`src/design/cpm_defines.svh`:
```
// register offsets, field positions, reset values and timing counts of the power-mode control
`ifndef CPM_DEFINES_SVH
`define CPM_DEFINES_SVH

`define CPM_OFF_PWR        8'h00
`define CPM_OFF_OSC        8'h04
`define CPM_OFF_WAKE       8'h08
`define CPM_OFF_WDT        8'h0C
`define CPM_OFF_STAT       8'h10

`define CPM_PWR_IDLE_BIT   0
`define CPM_PWR_STOP_BIT   1
`define CPM_PWR_GF_LSB     2
`define CPM_OSC_SUSP_BIT   5
`define CPM_WAKE_PM_BIT    0
`define CPM_WAKE_CMP_BIT   1
`define CPM_WDT_EN_BIT     0
`define CPM_WDT_LOCK_BIT   1
`define CPM_WDT_KICK_BIT   2

`define CPM_GF_RESET       6'h00
`define CPM_OSC_RESET      8'h00
`define CPM_WAKE_RESET     2'h0
`define CPM_WDT_EN_RESET   1'h1
`define CPM_RESET_VECTOR   16'h0000

`define CPM_CLK_PERIOD_PS  25000
`define CPM_RST_HOLD_NS    250
`define CPM_RST_CYCLES     ((`CPM_RST_HOLD_NS * 1000 + `CPM_CLK_PERIOD_PS - 1) / `CPM_CLK_PERIOD_PS)

`endif

```
`src/design/cpm_pkg.sv`:
```
// types shared by the power-mode control files
package cpm_pkg;

  typedef enum logic [4:0] {
    CPM_S_RST  = 5'h01,
    CPM_S_RUN  = 5'h02,
    CPM_S_IDLE = 5'h04,
    CPM_S_STOP = 5'h08,
    CPM_S_SUSP = 5'h10
  } cpm_state_type;

  typedef struct packed {
    logic        halt;
    logic        core_reset;
    logic        irq_service;
    logic        resume;
    logic [15:0] restart_pc;
  } cpm_core_type;

  typedef struct packed {
    logic int_osc_en;
    logic periph_en;
    logic irq_gate;
    logic timer_en;
    logic mcd_en;
  } cpm_clk_type;

endpackage

```
`src/design/cpm_watchdog.sv`:
```
// watchdog counter: counts down while running, bites once at zero and reloads
`timescale 1ns/1ps
module cpm_watchdog #(
  parameter int               WIDTH = 17,
  parameter logic [WIDTH-1:0] LOAD  = {WIDTH{1'b1}}
) (
  input  logic pclk,
  input  logic presetn,
  input  logic run,
  input  logic kick,
  input  logic restart,
  output logic bite_q
);

  logic [WIDTH-1:0] cnt_q;
  logic [WIDTH-1:0] cnt_d;
  wire              at_zero = (cnt_q == '0);

  // a kick or a device reset restarts the full timeout
  assign cnt_d = (kick | restart) ? LOAD :
                 !run             ? cnt_q :
                 at_zero          ? LOAD : cnt_q - WIDTH'(1);

  always_ff @(posedge pclk or negedge presetn) begin
    if (!presetn) begin
      cnt_q  <= LOAD;
      bite_q <= 1'b0;
    end else begin
      cnt_q  <= cnt_d;
      bite_q <= run & at_zero & ~kick & ~restart;
    end
  end

endmodule

```
`src/design/cpm_power_ctrl.sv`:
```
// power-mode control: idle, stop and suspend sequencing with apb registers
//
// Operation
// - idle entered after setting instruction completes
// - idle keeps state and peripheral clocks
// - idle ends only on interrupt or reset
// - interrupt wake clears idle bit, cpu resumes
// - service interrupt, then continue after setter
// - reset from idle restarts at vector zero
// - watchdog runs in idle and resets
// - stop halts cpu, timers, interrupts, oscillator
// - suspend halts cpu, wakes on events
// - stop/idle in power reg, suspend separate
// - stop entered after setting instruction completes
// - stop ends only on a reset
// - suspend wake continues after setting instruction
// - idle and stop bits read zero
//
// Implementation choices: the APB interface to the registers and the placing of the registers.
`timescale 1ns/1ps
`include "cpm_defines.svh"
module cpm_power_ctrl
  import cpm_pkg::*;
#(
  parameter int WDT_CYCLES = 65536
) (
  input  logic         pclk,
  input  logic         presetn,
  input  logic         psel,
  input  logic         penable,
  input  logic         pwrite,
  input  logic [7:0]   paddr,
  input  logic [31:0]  pwdata,
  output logic [31:0]  prdata_q,
  output logic         pready_q,
  output logic         pslverr_q,
  input  logic         instr_done,
  input  logic         irq_pending,
  input  logic         ext_rst_n_pin,
  input  logic         port_match_pin,
  input  logic         comp_low_pin,
  output cpm_core_type core_q,
  output cpm_clk_type  clk_en_q
);

  localparam int       WDT_W    = 17;
  localparam int       RST_CYC  = `CPM_RST_CYCLES;
  localparam bit [3:0] RST_LOAD = 4'(RST_CYC - 1);

  // pin synchronisers: ext reset, port match, comparator low
  logic [2:0] pin_meta_q;
  logic [2:0] pin_sync_q;

  always_ff @(posedge pclk or negedge presetn) begin
    if (!presetn) begin
      pin_meta_q <= 3'h1;
      pin_sync_q <= 3'h1;
    end else begin
      pin_meta_q <= {comp_low_pin, port_match_pin, ext_rst_n_pin};
      pin_sync_q <= pin_meta_q;
    end
  end

  wire ext_rst_s  = ~pin_sync_q[0];
  wire port_mt_s  = pin_sync_q[1];
  wire comp_low_s = pin_sync_q[2];

  // apb decode
  wire apb_setup = psel & ~penable;
  wire apb_wr    = psel & penable & pwrite & pready_q;
  wire hit_pwr   = (paddr == `CPM_OFF_PWR);
  wire hit_osc   = (paddr == `CPM_OFF_OSC);
  wire hit_wake  = (paddr == `CPM_OFF_WAKE);
  wire hit_wdt   = (paddr == `CPM_OFF_WDT);
  wire hit_stat  = (paddr == `CPM_OFF_STAT);
  wire addr_ok   = hit_pwr | hit_osc | hit_wake | hit_wdt | hit_stat;
  wire wr_pwr    = apb_wr & hit_pwr;
  wire wr_osc    = apb_wr & hit_osc;
  wire wr_wake   = apb_wr & hit_wake;
  wire wr_wdt    = apb_wr & hit_wdt;

  // control and status state
  cpm_state_type st_q;
  cpm_state_type st_d;
  logic [3:0]    rst_cnt_q;
  logic [3:0]    rst_cnt_d;
  logic [5:0]    gp_flags_q;
  logic          idle_req_q;
  logic          idle_req_d;
  logic          stop_req_q;
  logic          stop_req_d;
  logic [7:0]    osc_q;
  logic [7:0]    osc_d;
  logic [1:0]    wake_en_q;
  logic          wdt_en_q;
  logic          wdt_en_d;
  logic          wdt_lock_q;
  logic          wdt_bite;
  logic          wdt_cause_q;
  logic [1:0]    last_wake_q;

  wire rst_evt  = ext_rst_s | wdt_bite;
  wire susp_req = osc_q[`CPM_OSC_SUSP_BIT];
  wire ev_wake  = (wake_en_q[`CPM_WAKE_PM_BIT] & port_mt_s)
                | (wake_en_q[`CPM_WAKE_CMP_BIT] & comp_low_s);
  // a reset in the same cycle masks both wake paths
  wire wake_irq = (st_q == CPM_S_IDLE) & irq_pending & ~rst_evt;
  wire wake_ev  = (st_q == CPM_S_SUSP) & ev_wake & ~rst_evt;
  wire enter_ok = (st_q == CPM_S_RUN) & instr_done & ~rst_evt;

  // mode sequencer
  always_comb begin
    st_d = st_q;
    case (st_q)
      CPM_S_RST: begin
        if (rst_cnt_q == 4'h0) begin
          st_d = CPM_S_RUN;
        end
      end
      CPM_S_RUN: begin
        // entry waits for the core to report that the setting instruction retired
        if (enter_ok && stop_req_q) begin
          st_d = CPM_S_STOP;
        end else if (enter_ok && susp_req) begin
          st_d = CPM_S_SUSP;
        end else if (enter_ok && idle_req_q) begin
          st_d = CPM_S_IDLE;
        end
      end
      CPM_S_IDLE: begin
        if (wake_irq) begin
          st_d = CPM_S_RUN;
        end
      end
      CPM_S_STOP: begin
        st_d = CPM_S_STOP;
      end
      CPM_S_SUSP: begin
        if (wake_ev) begin
          st_d = CPM_S_RUN;
        end
      end
      default: begin
        st_d = CPM_S_RST;
      end
    endcase
    if (rst_evt) begin
      st_d = CPM_S_RST;
    end
  end

  assign rst_cnt_d = rst_evt                                   ? RST_LOAD :
                     (st_q == CPM_S_RST && rst_cnt_q != 4'h0) ? rst_cnt_q - 4'h1 : rst_cnt_q;

  always_ff @(posedge pclk or negedge presetn) begin
    if (!presetn) begin
      st_q      <= CPM_S_RST;
      rst_cnt_q <= RST_LOAD;
    end else begin
      st_q      <= st_d;
      rst_cnt_q <= rst_cnt_d;
    end
  end

  // mode select bits: software sets, hardware clears idle on wake, reset clears both; set beats wake, reset beats set
  assign idle_req_d = rst_evt                                  ? 1'b0 :
                      (wr_pwr && pwdata[`CPM_PWR_IDLE_BIT])    ? 1'b1 :
                      wake_irq                                 ? 1'b0 : idle_req_q;
  assign stop_req_d = rst_evt                                  ? 1'b0 :
                      (wr_pwr && pwdata[`CPM_PWR_STOP_BIT])    ? 1'b1 : stop_req_q;

  always_comb begin
    osc_d = osc_q;
    if (wr_osc) begin
      osc_d = pwdata[7:0];
    end else if (wake_ev) begin
      osc_d[`CPM_OSC_SUSP_BIT] = 1'b0;
    end
    if (rst_evt) begin
      osc_d = `CPM_OSC_RESET;
    end
  end

  // once locked, a write cannot turn the watchdog off
  assign wdt_en_d = rst_evt ? `CPM_WDT_EN_RESET :
                    !wr_wdt ? wdt_en_q :
                    (wdt_lock_q && !pwdata[`CPM_WDT_EN_BIT]) ? 1'b1 : pwdata[`CPM_WDT_EN_BIT];

  always_ff @(posedge pclk or negedge presetn) begin
    if (!presetn) begin
      gp_flags_q <= `CPM_GF_RESET;
      idle_req_q <= 1'b0;
      stop_req_q <= 1'b0;
      osc_q      <= `CPM_OSC_RESET;
      wake_en_q  <= `CPM_WAKE_RESET;
      wdt_en_q   <= `CPM_WDT_EN_RESET;
      wdt_lock_q <= 1'b0;
    end else begin
      idle_req_q <= idle_req_d;
      stop_req_q <= stop_req_d;
      osc_q      <= osc_d;
      wdt_en_q   <= wdt_en_d;
      if (rst_evt) begin
        gp_flags_q <= `CPM_GF_RESET;
        wake_en_q  <= `CPM_WAKE_RESET;
        wdt_lock_q <= 1'b0;
      end else begin
        if (wr_pwr) begin
          gp_flags_q <= pwdata[7:`CPM_PWR_GF_LSB];
        end
        if (wr_wake) begin
          wake_en_q <= pwdata[1:0];
        end
        if (wr_wdt && pwdata[`CPM_WDT_LOCK_BIT]) begin
          wdt_lock_q <= 1'b1;
        end
      end
    end
  end

  // wake cause and reset cause for software
  always_ff @(posedge pclk or negedge presetn) begin
    if (!presetn) begin
      wdt_cause_q <= 1'b0;
      last_wake_q <= 2'h0;
    end else begin
      if (wdt_bite) begin
        wdt_cause_q <= 1'b1;
      end else if (ext_rst_s) begin
        wdt_cause_q <= 1'b0;
      end
      if (wake_irq || wake_ev) begin
        last_wake_q <= {wake_ev, wake_irq};
      end
    end
  end

  // the watchdog keeps counting through idle; the state decode halts it in reset, stop and suspend
  wire wdt_run  = wdt_en_q & ((st_q == CPM_S_RUN) | (st_q == CPM_S_IDLE));
  wire wdt_kick = wr_wdt & pwdata[`CPM_WDT_KICK_BIT];

  cpm_watchdog #(
    .WIDTH (WDT_W),
    .LOAD  (WDT_W'(WDT_CYCLES - 1))
  ) u_wdt (
    .pclk    (pclk),
    .presetn (presetn),
    .run     (wdt_run),
    .kick    (wdt_kick),
    .restart (rst_evt),
    .bite_q  (wdt_bite)
  );

  // outputs follow the next state so they line up with st_q
  wire nx_run  = (st_d == CPM_S_RUN);
  wire nx_idle = (st_d == CPM_S_IDLE);
  wire nx_rst  = (st_d == CPM_S_RST);

  always_ff @(posedge pclk or negedge presetn) begin
    if (!presetn) begin
      core_q   <= '{halt: 1'b1, core_reset: 1'b1, irq_service: 1'b0, resume: 1'b0,
                    restart_pc: `CPM_RESET_VECTOR};
      clk_en_q <= '{int_osc_en: 1'b1, periph_en: 1'b0, irq_gate: 1'b0, timer_en: 1'b0,
                    mcd_en: 1'b1};
    end else begin
      core_q.halt        <= ~nx_run;
      core_q.core_reset  <= nx_rst;
      core_q.irq_service <= wake_irq | (wake_ev & irq_pending);
      core_q.resume      <= wake_irq | wake_ev;
      core_q.restart_pc  <= `CPM_RESET_VECTOR;
      clk_en_q.int_osc_en <= nx_run | nx_idle | nx_rst;
      clk_en_q.periph_en  <= nx_run | nx_idle;
      clk_en_q.irq_gate   <= nx_run | nx_idle;
      clk_en_q.timer_en   <= nx_run | nx_idle;
      clk_en_q.mcd_en     <= 1'b1;
    end
  end

  // apb read mux; mode select bits always read zero
  wire [31:0] rd_pwr  = {24'h000000, gp_flags_q, 2'h0};
  wire [31:0] rd_osc  = {24'h000000, osc_q};
  wire [31:0] rd_wake = {30'h00000000, wake_en_q};
  wire [31:0] rd_wdt  = {30'h00000000, wdt_lock_q, wdt_en_q};
  wire [31:0] rd_stat = {24'h000000, wdt_cause_q, last_wake_q, st_q};
  wire [31:0] rd_mux  = hit_pwr  ? rd_pwr  :
                        hit_osc  ? rd_osc  :
                        hit_wake ? rd_wake :
                        hit_wdt  ? rd_wdt  :
                        hit_stat ? rd_stat : 32'h00000000;

  // one wait-free access phase: answer is prepared during setup
  always_ff @(posedge pclk or negedge presetn) begin
    if (!presetn) begin
      prdata_q  <= 32'h00000000;
      pready_q  <= 1'b0;
      pslverr_q <= 1'b0;
    end else begin
      pready_q  <= apb_setup;
      pslverr_q <= apb_setup & ~addr_ok;
      if (apb_setup && !pwrite) begin
        prdata_q <= rd_mux;
      end
    end
  end
endmodule

```
`config.mk`:
```
export PLATFORM = sky130hd
export DESIGN_NAME = cpm_power_ctrl
export DESIGN_NICKNAME = d
export VERILOG_FILES = /design/src/design/cpm_pkg.sv /design/src/design/cpm_watchdog.sv /design/src/design/cpm_power_ctrl.sv
export VERILOG_INCLUDE_DIRS = /design/src /design/src/design
export SDC_FILE = /design/constraint.sdc
export NUM_CORES = 1
export LEC_CHECK = 0
export BUFFER_PORTS_ARGS = -buffer_cell sky130_fd_sc_hd__buf_2
export CORE_UTILIZATION = 49
export CTS_BUF_LIST = sky130_fd_sc_hd__clkbuf_8
export DETAILED_ROUTE_END_ITERATION = 8
export GPL_ROUTABILITY_DRIVEN = 0
export MAX_ROUTING_LAYER = met4
export PLACE_DENSITY = 0.79
export SYNTH_ARGS = -nofsm -noshare
export SYNTH_HDL_FRONTEND = slang
export SYNTH_SLANG_ARGS = --single-unit
export TNS_END_PERCENT = 100
```
`constraint.sdc`:
```
create_clock -name pclk -period 2 [get_ports pclk]
set_input_delay 0.1 -clock pclk [delete_from_list [all_inputs] [get_ports pclk]]
set_output_delay 0.1 -clock pclk [all_outputs]
set_load 0.005 [all_outputs]
```
==> summary.md, run 1 <==
| Metric | Value |
|---|---|
| Status | `finished clean` |
| Worst r2r src | `u_wdt.cnt_q[0]$_DFFE_PN1P_` |
| Hold Violations, Final | `0` |
| Clock Pin Slew Worst Setup and Hold Paths | `80 ps` |
| # nets final | `522` |
| Period utilization | `95.6%` |
| CTS buffer count | `9` |
| Via count | `3083` |
| FF-to-FF setup slack | `90 ps` |
| Pleak | `2.11 nW` |
| ANT nets after route | `0` |
| Hold path depth | `3` |
| Worst EP required | `2250 ps` |
| Fill cell count | `665` |
| Final WL | `8080 um` |
| Critical Path AT | `2160 ps` |
| Final clock skew | `5.27 ps` |
| Cell with the most instances after synthesis | `dfrtp_1` |
| Post-layout instance area | `4520 um^2` |
| MaxCap Viol Count | `0` |
| CTS Buffer Depth | `2` |
| Post-route DRC | `0` |
| Ant. Diodes | `0` |
| Maximum clock frequency | `523 MHz` |
| #FFs+latches synth | `72` |
| Final WS setup | `87.7 ps` |
| WL/cell | `14.0 um` |
| Setup WS pre-CTS | `-3.09 ps` |
| Initial antenna violation count | `0` |
| Synthesis-to-layout area growth | `17.1%` |
| Met1 Routed Length | `3550 um` |
| Root Driver | `clkbuf_8` |
| Wire length on met2 | `3960 um` |
| Minimum clock period | `1910 ps` |
| Core area | `7690 um^2` |
| Worst setup endpoint | `u_wdt.cnt_q[11]$_DFFE_PN1P_` |
| Critical path fanouts, max | `7` |
| Crit path launch type | `flip-flop` |
| Final setup viols | `0` |
| Highest Signal Layer | `met4` |
| Largest net degree at the start of global routing | `73` |
| Peak VDD IR | `467 uV` |
| CP Class | `flip-flop to flip-flop` |
| Die area | `8240 um^2` |
| DR iter-0 viols | `154` |
| Die X | `90.8 um` |
| Vias per Instance | `5.35` |
| Reg2reg end | `u_wdt.cnt_q[11]$_DFFE_PN1P_` |
| DP Wirelength | `5660 um` |
| Crit path launch | `u_wdt.cnt_q[0]$_DFFE_PN1P_` |
| Clk_lat worst skew | `350 ps` |
| Largest area contributor in the netlist | `dfrtp_1` |
| PwrDens | `784 nW/um^2` |
| Yosys top cell area share | `30.5%` |
| Ys Warns | `0` |
| Final Max Slew Viols | `0` |
| Dominant synthesized flop cell | `dfrtp_1` |
| Detail Route met3 WL | `446 um` |
| Vias in the first global route | `2944` |
| Final core utilization | `58.9%` |
| Die Y | `90.8 um` |
| Initial Util | `50.2%` |
| Post-synth ARST share | `100%` |
| Post-synth cell types | `57` |
| Synthesized cell area | `3860 um^2` |
| # port buffers | `43` |
| CTS Sinks | `72` |
| Row count | `32` |
| RSZ-0062 raised after global routing | `no` |
| Total GRT Usage | `21.3%` |
| CTS tree | `built` |
| Fraction of layout cells with a size suffix above 1 | `26.8%` |
| Max-slew headroom | `46.7%` |
| Post-Syn Instances | `403` |
| First-pass DRT Iterations | `4` |
| Hold Startpoint | `pwdata[7]` |
| Slew @ Worst Pin | `793 ps` |
| Most instantiated cells after synthesis | `47 x dfrtp_1, 44 x buf_4, 38 x nor2_1` |
| Number of flops mapped to enable cells by yosys | `0` |
| I/O pin total | `109` |
| Congestion Overflow GR | `0` |
| Sequential area share after synthesis | `47.5%` |
| CP Capture Type | `flip-flop` |
| Placement Cell Area | `4180 um^2` |
| First-pass GRT wire length | `13500 um` |
| Reg2Reg Depth | `7` |
| Top post-synthesis cells by area | `dfrtp_1 30%, dfstp_2 17%, buf_4 8.6%` |
| Mean post-synth cell area | `9.58 um^2` |
| HP Class | `input port to flip-flop` |
| Setup bufs post-CTS | `0` |
| CTS H-tree depth | `3` |
-- report_power, final --
part | total [mW] | leakage [nW] | internal (mW) | switching [mW]
Sequential | 1.57 | 0.896 | 1.53 | 0.0309
Combinational | 0.455 | 1.08 | 0.188 | 0.267
Clock | 1.53 | 0.134 | 0.959 | 0.570
Total | 3.55 | 2.11 | 2.68 | 0.868
-- worst min-delay path by stage --
stage | slack (ps) | to
after floorplan | -200 | clk_en_q[1]$_DFF_PN0_
after global placement | 150 | prdata_q[6]$_DFFE_PN0P_
after detailed placement | 150 | prdata_q[6]$_DFFE_PN0P_
after CTS | 2 | osc_q[3]$_DFFE_PN0P_
after global routing | 30 | gp_flags_q[2]$_DFFE_PN0P_
final | 10 | osc_q[7]$_DFFE_PN0P_
-- cell usage in the layout (no fill, tap or decap), types with 6 or more instances in the layout --
master	n
buf_4	27
clkbuf_8	9
nor2_1	38
o221ai_1	6
buf_2	43
a21oi_1	14
dfrtp_1	47
mux2i_1	16
nor2b_1	11
nand2_1	36
inv_1	17
conb_1	41
xor2_1	6
nand3_1	9
nor3_1	10
o21ai_0	19
dfstp_2	25
or3_1	8
nor4_1	9
-- repair_timing --
item,CTS,global route
endpoints found under the hold margin,51,0
endpoints found under the setup margin,1,5
resized for setup,1,4
cloned,0,0
hold buffers,5,0
-- metal layers --
layer | vias to the layer above | GRT usage (%)
li1 | 1462 | -
met1 | 1502 | 27.2
met2 | 106 | 33.8
met3 | 13 | 3.87
met4 | 0 | 8.33
met5 | - | -
-- area by class of cell --
class / instances / area, um^2 / share of cell area, %
Tap cell: 102 / 128 / 2.82
Multi-Input combinational cell: 293 / 1750 / 38.6
Sequential cell: 72 / 1830 / 40.5
Inverter: 17 / 63.8 / 1.41
Timing Repair Buffer: 76 / 488 / 10.8
Clock buffer: 9 / 124 / 2.74
Clock inverter: 7 / 143 / 3.15
-- cell families after synthesis --
| group | after synthesis | synth area share (%) |
|---|---|---|
| simple gates | 155 | 21.5 |
| buf+inv | 77 | 11.8 |
| flops | 72 | 47.5 |
| compound gates | 68 | 11.5 |
| mux | 17 | 4.44 |
| xor+xnor | 9 | 2.04 |
| fa+ha+maj | 3 | 0.972 |
| other cells | 2 | 0.194 |
-- metrics by stage --
stage	hold slack (ps)	TNS [ps]	power [mW]	cells
2_1_floorplan	-196	0	1.93	442
3_3_place_gp	147	0	2.01	555
3_5_place_dp	154	-3.09	2.03	555
4_1_cts	1.59	0	3.58	576
5_1_grt	30.4	0	3.71	576
6_report	11.5	0	3.55	576
-- state kept, by name, indices dropped and copies added, names as in the netlist, 2 cells and up --
register     flops
rst_cnt_q        4
gp_flags_q       6
clk_en_q         2
pin_sync_q       3
core_q           4
st_q             5
wake_en_q        2
pin_meta_q       3
last_wake_q      2
prdata_q         8
u_wdt.cnt_q     17
osc_q            8
-- critical path: stages, from the launching register on --
cell and delay [ps]:
dfstp_2 570, inv_1 60, ha_1 220, nor2b_2 170, nand2_1 140, nor4_2 80
nor2_1 380, o21ai_0 190
Power figures use the tool's default switching activity.
==> run 2, diff against run 1 <==
--- a/config.mk
+++ b/config.mk
@@ -13,6 +13,8 @@
 export GPL_ROUTABILITY_DRIVEN = 0
 export MAX_ROUTING_LAYER = met4
 export PLACE_DENSITY = 0.79
+export REMOVE_ABC_BUFFERS = 1
+export SKIP_LAST_GASP = 1
 export SYNTH_ARGS = -nofsm -noshare
 export SYNTH_HDL_FRONTEND = slang
 export SYNTH_SLANG_ARGS = --single-unit
==> summary.md, run 2 (synthesis gave the netlist of run 1 again) <==
| Metric | Value |
|---|---|
| Final WS setup | `85.1 ps (-2.64 ps)` |
| Final Max Slew Viols | `0 (unchanged)` |
| CP Capture Type | `flip-flop` |
| Fraction of layout cells with a size suffix above 1 | `26.8% (unchanged)` |
| DP Wirelength | `5640 um (-0.28%)` |
| ANT nets after route | `0 (unchanged)` |
| Die area | `8240 um^2 (unchanged)` |
| HP Class | `input port to flip-flop` |
| Synthesis-to-layout area growth | `16.2%` |
| Post-route DRC | `1 (+1)` |
| Worst EP required | `2260 ps (about the same)` |
| Maximum clock frequency | `522 MHz (-0.14%)` |
| Congestion Overflow GR | `0 (unchanged)` |
| CTS buffer count | `9 (unchanged)` |
| Placement Cell Area | `4180 um^2 (unchanged)` |
| Hold Violations, Final | `0 (unchanged)` |
| Reg2Reg Depth | `8 (+1)` |
| Met1 usage | `25.2% (-2.0 points)` |
| Most frequent cells in the layout | `47 x dfrtp_1, 43 x buf_2, 41 x conb_1` |
| WL/cell | `14.2 um (+1.5%)` |
| Status | `finished with violations` |
| Row count | `32 (unchanged)` |
| Biggest register | `u_wdt.cnt_q` |
| Clk_lat worst skew | `350 ps (about the same)` |
| PwrDens | `755 nW/um^2 (-3.7%)` |
| Critical Path AT | `2170 ps (about the same)` |
| Crit path launch type | `flip-flop` |
| Hold slack | `10.2 ps (-1.34 ps)` |
| RSZ-0062 raised after global routing | `no` |
| Initial Util | `50.2% (unchanged)` |
| # nets final | `522 (unchanged)` |
| Slew @ Worst Pin | `559 ps (-234 ps)` |
| Final WL | `8210 um (+1.5%)` |
| Failing checks | `design-rule violations` |
| MaxCap Viol Count | `0 (unchanged)` |
| Total GRT Usage | `21.7% (+0.35 points)` |
| Crit-path max cell delay | `590 ps (+20 ps)` |
| Core area | `7690 um^2 (unchanged)` |
| Slowest CP cell | `dfstp_2` |
| Hold path depth | `3 (unchanged)` |
| Final clock skew | `6.86 ps (+1.59 ps)` |
| # port buffers | `43 (unchanged)` |
| Root Driver | `clkbuf_8` |
| First-pass GRT wire length | `13700 um (+0.97%)` |
| Critical path fanouts, max | `7 (unchanged)` |
| CTS H-tree depth | `3 (unchanged)` |
| Setup TNS | `0 ps (unchanged)` |
| First-pass DRT Iterations | `6 (+2)` |
| Via count | `3069 (-0.45%)` |
| Final setup viols | `0 (unchanged)` |
| Ant. Diodes | `0 (unchanged)` |
| Layer with the highest usage | `met2` |
| Largest register FFs | `17 (unchanged)` |
| Vias per Instance | `5.33 (-0.45%)` |
| Clock Pin Slew Worst Setup and Hold Paths | `80 ps (about the same)` |
| Critical-path cell list | `inv_1, ha_1, nor2b_2, nand2_1, nor4_1, buf_4, nor2_2, o21ai_0` |
| Die Y | `90.8 um (unchanged)` |
| Initial antenna violation count | `0 (unchanged)` |
| Minimum clock period | `1910 ps (+2.64 ps)` |
| CP Class | `flip-flop to flip-flop` |
| CTS Sinks | `72 (unchanged)` |
| Setup bufs post-CTS | `0 (unchanged)` |
| DR iter-0 viols | `147 (-4.5%)` |
| Pleak | `2.09 nW (-0.78%)` |
| Met2 track demand over resource | `35.4% (+1.6 points)` |
| Post-layout instance area | `4490 um^2 (-0.77%)` |
| Max-slew headroom | `62.4% (+16 points)` |
| CTS Buffer Depth | `2 (unchanged)` |
| Largest net degree at the start of global routing | `73 (unchanged)` |
| I/O pin total | `109 (unchanged)` |
| CTS tree | `built` |
| Peak VDD IR | `299 uV (-36%)` |
| Largest regs | `u_wdt.cnt_q: 17 flops, osc_q: 8 flops, prdata_q: 8 flops` |
| Setup WS pre-CTS | `15.1 ps (+18.2 ps)` |
| Die X | `90.8 um (unchanged)` |
| Met3 usage | `4.04% (+0.17 points)` |
| Commonest non-fill, non-tap cell in the layout | `dfrtp_1` |
| Pwr Total | `3.39 mW (-4.5%)` |
| Vias in the first global route | `2986 (+1.4%)` |
| Period utilization | `95.7% (+0.13 points)` |
## run 2: final cells by class
type	count	area, um^2
Multi-Input combinational cell	293	1740
Clock buffer	9	124
Timing Repair Buffer	76	488
Clock inverter	7	111
Inverter	17	63.8
Sequential cell	72	1830
Fill cell	657	3200
Tap cell	102	128
## run 2: through the flow
| step | util (%) | cells |
|---|---|---|
| 6_report | 58.4 | 576 |
| 5_1_grt | 58.4 | 576 |
| 4_1_cts | 58.1 | 576 |
| 3_5_place_dp | 54.4 | 555 |
| 3_3_place_gp | 54.4 | 555 |
| 2_1_floorplan | - | 382 |
## run 2: final timing paths
check                                            from                           to  slack [ps]
max reg2reg                u_wdt.cnt_q[0]$_DFFE_PN1P_  u_wdt.cnt_q[11]$_DFFE_PN1P_          90
max in group asynchronous                     presetn     rst_cnt_q[0]$_DFFE_PN1P_        1370
min in group asynchronous                     presetn         osc_q[7]$_DFFE_PN0P_         300
min reg2reg                   pin_meta_q[2]$_DFF_PN0_      pin_sync_q[2]$_DFF_PN0_         350
min                                         pwdata[7]         osc_q[7]$_DFFE_PN0P_          10
max                        u_wdt.cnt_q[0]$_DFFE_PN1P_  u_wdt.cnt_q[11]$_DFFE_PN1P_          90
## run 2: power by group
group / total, mW / internal, mW / leakage (nW) / switching (mW)
sequential: 1.56 / 1.53 / 0.896 / 0.0284
combinational: 0.464 / 0.192 / 1.08 / 0.272
clock: 1.36 / 0.819 / 0.120 / 0.545
total: 3.39 / 2.55 / 2.09 / 0.845
## run 2: worst max-delay path, delay by kind of cell (launching register included)
kind | cells | cell delay [ps]
compound gates | 1 | 160
simple gates | 4 | 610
buf+inv | 2 | 210
fa+ha+maj | 1 | 240
flops | 1 | 590
## run 2: layer usage
| layer | up-vias | wire length (um) |
|---|---|---|
| met1 | 1446 | 3430 |
| met2 | 141 | 3990 |
| li1 | 1459 | - |
| met3 | 23 | 507 |
| met5 | - | 0 |
| met4 | 0 | 278 |
## run 2: timing repair
item | 4_1_cts | 5_1_grt
hold endpoints to repair | 51 | 0
hold buffers | 5 | 0
setup endpoints to repair | 1 | 7
gates resized for setup | 1 | 4
